**config.mk**
```make
export PLATFORM = sky130hd
export DESIGN_NAME = mfx_core
export DESIGN_NICKNAME = d
export VERILOG_FILES = /design/src/mfx_decode.v /design/src/mfx_compute.v /design/src/mfx_core.v
export VERILOG_INCLUDE_DIRS = /design/src /design/src/src
export SDC_FILE = /design/constraint.sdc
export NUM_CORES = 2
export LEC_CHECK = 0
export BUFFER_PORTS_ARGS = -buffer_cell sky130_fd_sc_hd__buf_2
export CAP_MARGIN = 15
export CORE_ASPECT_RATIO = 1.25
export CORE_MARGIN = 10
export CORE_UTILIZATION = 50
export DETAILED_ROUTE_END_ITERATION = 10
export GPL_ROUTABILITY_DRIVEN = 0
export PLACE_DENSITY = 0.66
export SYNTH_ARGS = -nofsm -noshare
export SYNTH_HDL_FRONTEND = slang
export SYNTH_SLANG_ARGS = --single-unit
```
**constraint.sdc**
```tcl
create_clock -name clk_sys -period 14.25 [get_ports clk_sys]
set_clock_uncertainty 0.2 [all_clocks]
set_input_delay 2.85 -clock clk_sys [delete_from_list [all_inputs] [get_ports clk_sys]]
set_output_delay 2.85 -clock clk_sys [all_outputs]
set_load 0.03 [all_outputs]
```
**src/mfx_defines.vh**
```
`ifndef MFX_DEFINES_VH
`define MFX_DEFINES_VH

// Status flag bit positions
`define MFX_FLAG_AZ_BIT      0
`define MFX_FLAG_AN_BIT      1
`define MFX_FLAG_AV_BIT      2
`define MFX_FLAG_AC_BIT      3
`define MFX_FLAG_AS_BIT      4
`define MFX_FLAG_AQ_BIT      5
`define MFX_FLAG_MV_BIT      6
`define MFX_FLAG_SS_BIT      7
`define MFX_FLAGS_RESET      8'h00

// Register-port offsets
`define MFX_REG_FLAGS        4'h0
`define MFX_REG_INSN         4'h1
`define MFX_REG_IRQ_STATUS   4'h2
`define MFX_REG_IRQ_MASK     4'h3
`define MFX_REG_REGSEL       4'h4
`define MFX_REG_REGDATA      4'h5
`define MFX_REG_IDXSEL       4'h6
`define MFX_REG_IDXDATA      4'h7
`define MFX_REG_MODDATA      4'h8

// Instruction prefixes
`define MFX_PFX_T8           5'h05
`define MFX_PFX_T14          9'h020
`define MFX_PFX_T4           3'h3
`define MFX_BIT_T4           1'h1
`define MFX_PFX_T5           5'h0b

// Decoded kinds
`define MFX_KIND_NONE        3'h0
`define MFX_KIND_T8          3'h1
`define MFX_KIND_T14         3'h2
`define MFX_KIND_T4          3'h3
`define MFX_KIND_T5          3'h4

// Shifter function code for exponent detect
`define MFX_SF_EXP           4'hc

// Interrupt event bits
`define MFX_IRQ_DONE_BIT     0
`define MFX_IRQ_ILLEGAL_BIT  1
`define MFX_IRQ_MACOV_BIT    2

`endif

```
**src/mfx_decode.v**
```verilog
`timescale 1ns/1ps
`include "mfx_defines.vh"

module mfx_decode (
	input  wire [23:0] insn,
	output reg  [2:0]  kind,
	output wire        result_sel,
	output wire [4:0]  alu_mac_function_field,
	output wire [3:0]  sf,
	output wire [1:0]  yop,
	output wire [2:0]  xop,
	output wire [3:0]  dst_sel,
	output wire [3:0]  src_sel,
	output wire        dag_sel,
	output wire [1:0]  idx_sel,
	output wire [1:0]  mod_sel
);
	assign result_sel = insn[18];
	assign alu_mac_function_field        = insn[17:13];
	assign yop        = insn[12:11];
	assign xop        = insn[10:8];
	assign sf         = insn[14:11];
	assign dst_sel    = insn[7:4];
	assign src_sel    = insn[3:0];
	assign dag_sel    = insn[20];
	assign idx_sel    = insn[3:2];
	assign mod_sel    = insn[1:0];

	always @* begin
		if (insn[23:19] == `MFX_PFX_T8)
			kind = `MFX_KIND_T8;
		else if (insn[23:15] == `MFX_PFX_T14)
			kind = `MFX_KIND_T14;
		else if (insn[23:21] == `MFX_PFX_T4 && insn[19] == `MFX_BIT_T4)
			kind = `MFX_KIND_T4;
		else if (insn[23:19] == `MFX_PFX_T5)
			kind = `MFX_KIND_T5;
		else
			kind = `MFX_KIND_NONE;
	end
endmodule

```
**src/mfx_compute.v**
```verilog
`timescale 1ns/1ps
`include "mfx_defines.vh"

// Simplified compute: ALU add/sub/abs, MAC accumulate, shifter exp/pass.
module mfx_compute (
	input  wire        is_shift,
	input  wire [4:0]  alu_mac_function_field,
	input  wire [3:0]  sf,
	input  wire [15:0] x_val,
	input  wire [15:0] y_val,
	input  wire [39:0] mac_acc,
	input  wire [7:0]  flags_in,
	output reg  [15:0] alu_res,
	output reg  [39:0] mac_res,
	output reg  [15:0] shf_res,
	output reg         is_mac,
	output reg  [7:0]  flags_out
);
	reg [16:0] sum;
	reg [31:0] prod;
	reg        ovf;
	always @* begin
		sum       = 17'h00000;
		prod      = 32'h00000000;
		ovf       = 1'b0;
		alu_res   = 16'h0000;
		mac_res   = mac_acc;
		shf_res   = x_val;
		is_mac    = 1'b0;
		flags_out = flags_in;
		if (is_shift) begin
			if (sf == `MFX_SF_EXP) begin
				shf_res = 16'h0000;
				flags_out[`MFX_FLAG_SS_BIT] = x_val[15];
			end
		end else if (alu_mac_function_field[4]) begin
			// MAC: accumulate signed product
			is_mac  = 1'b1;
			prod    = $signed(x_val) * $signed(y_val);
			mac_res = mac_acc + {{8{prod[31]}}, prod};
			// Overflow when guard bits differ from bit 31
			ovf = ~((mac_res[39:31] == 9'h000) || (mac_res[39:31] == 9'h1ff));
			flags_out[`MFX_FLAG_MV_BIT] = ovf;
		end else begin
			case (alu_mac_function_field[3:0])
				4'h1:    sum = {1'b0, x_val} + {1'b0, ~y_val} + 17'h00001;
				4'h2:    sum = x_val[15] ? ({1'b0, ~x_val} + 17'h00001) : {1'b0, x_val};
				default: sum = {1'b0, x_val} + {1'b0, y_val};
			endcase
			alu_res = sum[15:0];
			flags_out[`MFX_FLAG_AZ_BIT] = (sum[15:0] == 16'h0000);
			flags_out[`MFX_FLAG_AN_BIT] = sum[15];
			flags_out[`MFX_FLAG_AC_BIT] = sum[16];
			flags_out[`MFX_FLAG_AV_BIT] = (alu_mac_function_field[3:0] == 4'h1)
				? ((x_val[15] != y_val[15]) && (sum[15] != x_val[15]))
				: ((x_val[15] == y_val[15]) && (sum[15] != x_val[15]));
			if (alu_mac_function_field[3:0] == 4'h2)
				flags_out[`MFX_FLAG_AS_BIT] = x_val[15];
		end
	end
endmodule

```
**src/mfx_core.v**
```verilog
// Design decisions made here: the plain strobed port and the placing of the registers.
`timescale 1ns/1ps
`include "mfx_defines.vh"

module mfx_core (
	input  wire        clk_sys,
	input  wire        rst_n,
	input  wire [3:0]  reg_addr,
	input  wire [31:0] reg_wdata,
	input  wire        reg_wr,
	input  wire        reg_rd,
	output reg  [31:0] reg_rdata,
	output reg         irq,
	output reg         dm_wr,
	output reg  [13:0] dm_addr,
	output reg  [23:0] dm_wdata,
	output reg         pm_wr,
	output reg  [13:0] pm_addr,
	output reg  [23:0] pm_wdata
);
	// Register file indices: 0..3 ax0,ax1,ay0,ay1; 4 ar; 5..8 mx0,mx1,my0,my1;
	// 9..11 mr0,mr1,mr2; 12 si; 13 se; 14 sr0; 15 sr1
	reg  [15:0] rf [0:15];
	reg  [13:0] idx_reg [0:7];
	reg  [13:0] mod_reg [0:7];
	reg  [7:0]  arith_status_flags;
	reg  [2:0]  irq_status;
	reg  [2:0]  irq_mask;
	reg  [3:0]  regsel;
	reg  [2:0]  idxsel;
	reg  [23:0] insn;
	reg         issue;

	wire [2:0]  kind;
	wire        result_sel;
	wire [4:0]  alu_mac_function_field;
	wire [3:0]  sf;
	wire [1:0]  yop;
	wire [2:0]  xop;
	wire [3:0]  dst_sel;
	wire [3:0]  src_sel;
	wire        dag_sel;
	wire [1:0]  idx_sel;
	wire [1:0]  mod_sel;

	mfx_decode u_dec (
		.insn       (insn),
		.kind       (kind),
		.result_sel (result_sel),
		.alu_mac_function_field        (alu_mac_function_field),
		.sf         (sf),
		.yop        (yop),
		.xop        (xop),
		.dst_sel    (dst_sel),
		.src_sel    (src_sel),
		.dag_sel    (dag_sel),
		.idx_sel    (idx_sel),
		.mod_sel    (mod_sel)
	);

	// Operand selection from start-of-cycle register values
	function [3:0] xop_index;
		input       mac;
		input [2:0] code;
		begin
			case (code)
				3'h0:    xop_index = mac ? 4'h5 : 4'h0;
				3'h1:    xop_index = mac ? 4'h6 : 4'h1;
				3'h2:    xop_index = 4'h4;
				3'h3:    xop_index = 4'h9;
				3'h4:    xop_index = 4'ha;
				3'h5:    xop_index = 4'hb;
				3'h6:    xop_index = 4'he;
				default: xop_index = 4'hf;
			endcase
		end
	endfunction

	wire        is_shift = (kind == `MFX_KIND_T14);
	wire        is_mem   = (kind == `MFX_KIND_T4) || (kind == `MFX_KIND_T5);
	wire        valid    = (kind != `MFX_KIND_NONE);
	wire [15:0] x_val    = rf[xop_index(alu_mac_function_field[4], xop)];
	// MAC Y operands are my0/my1 at 7/8; ALU Y operands are ay0/ay1 at 2/3
	wire [15:0] y_val    = rf[alu_mac_function_field[4] ? (yop[0] ? 4'h8 : 4'h7) : {3'h1, yop[0]}];
	wire [39:0] mac_acc  = {rf[11][7:0], rf[10], rf[9]};
	wire [15:0] src_val  = rf[src_sel];
	wire [15:0] mem_src  = rf[dst_sel];
	// Data writes pick DAG bank by G; program writes use second bank only
	wire [2:0]  ibank    = {(kind == `MFX_KIND_T5) | dag_sel, idx_sel};
	wire [2:0]  mbank    = {(kind == `MFX_KIND_T5) | dag_sel, mod_sel};

	wire [15:0] alu_res;
	wire [39:0] mac_res;
	wire [15:0] shf_res;
	wire        is_mac;
	wire [7:0]  next_flags;

	mfx_compute u_cmp (
		.is_shift  (is_shift),
		.alu_mac_function_field       (alu_mac_function_field),
		.sf        (sf),
		.x_val     (x_val),
		.y_val     (y_val),
		.mac_acc   (mac_acc),
		.flags_in  (arith_status_flags),
		.alu_res   (alu_res),
		.mac_res   (mac_res),
		.shf_res   (shf_res),
		.is_mac    (is_mac),
		.flags_out (next_flags)
	);

	wire        mac_ov    = is_mac && next_flags[`MFX_FLAG_MV_BIT];
	wire [2:0]  irq_event = {issue & valid & mac_ov, issue & ~valid, issue & valid};
	wire        sw_flags  = reg_wr && (reg_addr == `MFX_REG_FLAGS);
	wire        sw_reg    = reg_wr && (reg_addr == `MFX_REG_REGDATA);
	wire        sw_idx    = reg_wr && (reg_addr == `MFX_REG_IDXDATA);
	wire        sw_mod    = reg_wr && (reg_addr == `MFX_REG_MODDATA);

	integer i;
	// All writes land on the clock edge that ends the instruction cycle
	always @(posedge clk_sys or negedge rst_n) begin
		if (!rst_n) begin
			for (i = 0; i < 16; i = i + 1)
				rf[i] <= 16'h0000;
			for (i = 0; i < 8; i = i + 1) begin
				idx_reg[i] <= 14'h0000;
				mod_reg[i] <= 14'h0000;
			end
			arith_status_flags <= `MFX_FLAGS_RESET;
			insn               <= 24'h000000;
			issue              <= 1'b0;
			regsel             <= 4'h0;
			idxsel             <= 3'h0;
		end else begin
			issue <= reg_wr && (reg_addr == `MFX_REG_INSN);
			if (reg_wr && reg_addr == `MFX_REG_INSN)
				insn <= reg_wdata[23:0];
			if (reg_wr && reg_addr == `MFX_REG_REGSEL)
				regsel <= reg_wdata[3:0];
			if (reg_wr && reg_addr == `MFX_REG_IDXSEL)
				idxsel <= reg_wdata[2:0];
			if (sw_reg)
				rf[regsel] <= reg_wdata[15:0];
			if (sw_idx)
				idx_reg[idxsel] <= reg_wdata[13:0];
			if (sw_mod)
				mod_reg[idxsel] <= reg_wdata[13:0];
			if (sw_flags)
				arith_status_flags <= reg_wdata[7:0];
			if (issue && valid) begin
				arith_status_flags <= next_flags;
				// Computation result; ordered before the move so the move wins only on illegal overlap
				if (is_shift)
					rf[14] <= shf_res;
				else if (is_mac) begin
					rf[9]  <= mac_res[15:0];
					rf[10] <= mac_res[31:16];
					rf[11] <= {{8{mac_res[39]}}, mac_res[39:32]};
				end else
					rf[4] <= alu_res;
				if (!is_mem)
					rf[dst_sel] <= src_val;
				else
					idx_reg[ibank] <= idx_reg[ibank] + mod_reg[mbank];
			end
		end
	end

	always @(posedge clk_sys or negedge rst_n) begin
		if (!rst_n) begin
			dm_wr    <= 1'b0;
			dm_addr  <= 14'h0000;
			dm_wdata <= 24'h000000;
			pm_wr    <= 1'b0;
			pm_addr  <= 14'h0000;
			pm_wdata <= 24'h000000;
		end else begin
			dm_wr <= issue && (kind == `MFX_KIND_T4);
			pm_wr <= issue && (kind == `MFX_KIND_T5);
			// Each space keeps its last address and data while the other is written
			if (issue && kind == `MFX_KIND_T4) begin
				dm_addr  <= idx_reg[ibank];
				// Source right-justified; upper bits zero
				dm_wdata <= {8'h00, mem_src};
			end
			if (issue && kind == `MFX_KIND_T5) begin
				pm_addr  <= idx_reg[ibank];
				pm_wdata <= {8'h00, mem_src};
			end
		end
	end

	// Sticky events, write one to clear; a new event wins over its clear
	always @(posedge clk_sys or negedge rst_n) begin
		if (!rst_n) begin
			irq_status <= 3'h0;
			irq_mask   <= 3'h0;
			irq        <= 1'b0;
		end else begin
			if (reg_wr && reg_addr == `MFX_REG_IRQ_MASK)
				irq_mask <= reg_wdata[2:0];
			if (reg_wr && reg_addr == `MFX_REG_IRQ_STATUS)
				irq_status <= (irq_status & ~reg_wdata[2:0]) | irq_event;
			else
				irq_status <= irq_status | irq_event;
			irq <= |(irq_status & irq_mask);
		end
	end

	always @(posedge clk_sys or negedge rst_n) begin
		if (!rst_n)
			reg_rdata <= 32'h00000000;
		else if (reg_rd) begin
			case (reg_addr)
				`MFX_REG_FLAGS:      reg_rdata <= {24'h000000, arith_status_flags};
				`MFX_REG_INSN:       reg_rdata <= {8'h00, insn};
				`MFX_REG_IRQ_STATUS: reg_rdata <= {29'h00000000, irq_status};
				`MFX_REG_IRQ_MASK:   reg_rdata <= {29'h00000000, irq_mask};
				`MFX_REG_REGSEL:     reg_rdata <= {28'h0000000, regsel};
				`MFX_REG_REGDATA:    reg_rdata <= {16'h0000, rf[regsel]};
				`MFX_REG_IDXSEL:     reg_rdata <= {29'h00000000, idxsel};
				`MFX_REG_IDXDATA:    reg_rdata <= {18'h00000, idx_reg[idxsel]};
				`MFX_REG_MODDATA:    reg_rdata <= {18'h00000, mod_reg[idxsel]};
				default:             reg_rdata <= 32'h00000000;
			endcase
		end else
			reg_rdata <= 32'h00000000;
	end
endmodule

```
==> results.ini <==
[status]
status = finished, final reports clean

[synth]
synthFlopType = dfrtp_1
ys.warnings.count = 0
synth-edff-count = 0
seq_area_frac_synth = 0.278
synth_cell_type_count = 103
synthArstFlopShare = 1.00
synth_cells = 5532
ys_seq_elements = 613
syn_area_um2 = 55100
postSynthAreaPerCell_um2 = 9.96

[drt]
drc = 0
wirelength_um = 209000
first_pass_iters = 6
drtIter0Drc = 6291
via_per_inst = 6.91
vias = 47600
routedWlPerCell_um = 30.3
ant_nets = 0

[setup_path]
crit_path_end_kind = flip-flop
worstSetupEndpoint = arith_status_flags[6]
reg2reg_from = insn[17]
cpPeakStageDelay_ps = 840
path_class = flip-flop to flip-flop
required_ps = 14600
crit_path_max_fanout = 33
critPathArrivalTime_ps = 13310
crit_path_start = insn[17]
worstReg2RegEnd = arith_status_flags[6]
startpoint_type = flip-flop
rrSetupSlack_ps = 1300
rr_worst_depth = 45
slowest_stage = nor2b_2
crit_top_cell = fa_1

[timing]
final_hold_viol_count = 0
finalSetupTns_ps = 0
finalSetupViolCount = 0
drv_slew = 0
post-route-period-util = 0.909
tightest_slew_ps = 1360
fin_crit_ps = 12950
fin_ws_ps = 1300
rsz0062_at_grt = no
fmax_mhz = 77.2
relSlewSlack = 0.0904

[clock_network]
cts_sinks = 613
cts_resized = 0
numCtsBuffers = 59
cts_buffer_depth = 3
htree_levels = 2
clk_latency_ps = 710
path_clk_slew_ps = 70
cts_tree = done
cts-root-buf = clkbuf_16
holdBufCountCts = 0
postCtsSetupBuffers = 0

[grt]
grt_pass1_wl_um = 310000
grt_start_max_net_pins = 177
antenna_found_initial = 6
grt_pass1_vias = 47500
grt-ovfl-total = 0
track_usage = 0.332

[die]
dieArea_um2 = 124000
row_count = 136
core_area_um2 = 110000
fp.dieW_um = 317
die_y_um = 391
io_pins = 151
start_util = 0.502

[final_layout]
final_util = 0.537
drive_gt1_frac = 0.187
areaGrowthSynthToFinish_pct = 6.86
layout.nets = 5859
final_common_cell = dfrtp_1
largest_reg_flops = 216
final_cell_mix = dfrtp_1, nand2_1, nor2_1

[placement]
io_buffers = 118
dp_slack_ps = 1610
hpwl_um = 147000

[flow_run]
drv_cap = 0

[hold_path]
hold_class = flip-flop to flip-flop

synth_stat cells (all sizes together), types with 120 or more instances:
| library cell | number | area, um2 |
|---|---|---|
| dfrtp | 613 | 15300 |
| nand2 | 511 | 1920 |
| nor2 | 477 | 1800 |
| a21oi | 402 | 2030 |
| inv | 397 | 1490 |
| mux4 | 370 | 8330 |
| clkbuf | 348 | 1310 |
| mux2i | 343 | 3430 |
| o21ai | 281 | 1410 |
| fa | 266 | 5330 |
| mux2 | 192 | 2160 |
| ha | 171 | 2140 |
| buf | 127 | 757 |
| a22oi | 120 | 901 |
cell type report:
class | count | area [um2]
Antenna cell | 3 | 7.51
Fill cell | 9657 | 50900
Clock buffer | 77 | 1690
Inverter | 403 | 1520
Multi-Input combinational cell | 4064 | 36500
Sequential cell | 613 | 15400
Clock inverter | 31 | 438
Tap cell | 1449 | 1810
Timing Repair Buffer | 241 | 1580
critical path, delay by kind of cell, from the launching register on:
family | cells | cell delay (ps)
and+or+nand+nor | 8 | 2490
adders and majority gates | 8 | 3700
buffers and inverters | 7 | 1670
DFF | 1 | 570
AOI/OAI and AO/OA | 20 | 3800
xor gates and xnor gates | 2 | 350
worst min path at each step:
stage                  startpoint       endpoint  slack, ps  cells after the start
finish                 dm_addr[4]     dm_addr[4]        270                      2
global route           dm_addr[4]     dm_addr[4]        300                      2
CTS                    dm_addr[4]     dm_addr[4]        280                      2
detailed placement     dm_addr[4]     dm_addr[4]        270                      2
global placement       dm_addr[0]     dm_addr[0]        260                      2
floorplan           irq_status[0]  irq_status[0]        270                      2
stage by stage:
step                instances  area (um2)  hold WS, ps
CTS                      6877       58900          280
detailed placement       6769       56800          265
floorplan                5555       55200          266
global route             6879       58900          302
global placement         6769       56800          257
finish                   6881       58900          275
routing by layer:
layer / share of wire / vias up / track usage
met3: 0.12 / 1151 / 0.0897
met1: 0.33 / 23300 / 0.377
met4: 0.11 / 10 / 0.294
li1: - / 19700 / -
met2: 0.45 / 3409 / 0.512
met5: 0.00051 / - / 0.00313
cells by family (layout without fill, tap and decap cells):
family,count (synthesis),count (layout),share of synthesized area
mux,905,905,0.253
xor+xnor,102,102,0.0162
other cells,1,27,0.0000680
simple gates,1310,1310,0.104
buf+inv,878,752,0.0650
compound gates,1286,1286,0.148
fa+ha+maj,437,437,0.135
flops,613,613,0.278
Power is left out: the tool's default activity adds up to more than one toggle a clock period on the data nets, which glitch-free logic cannot reach.
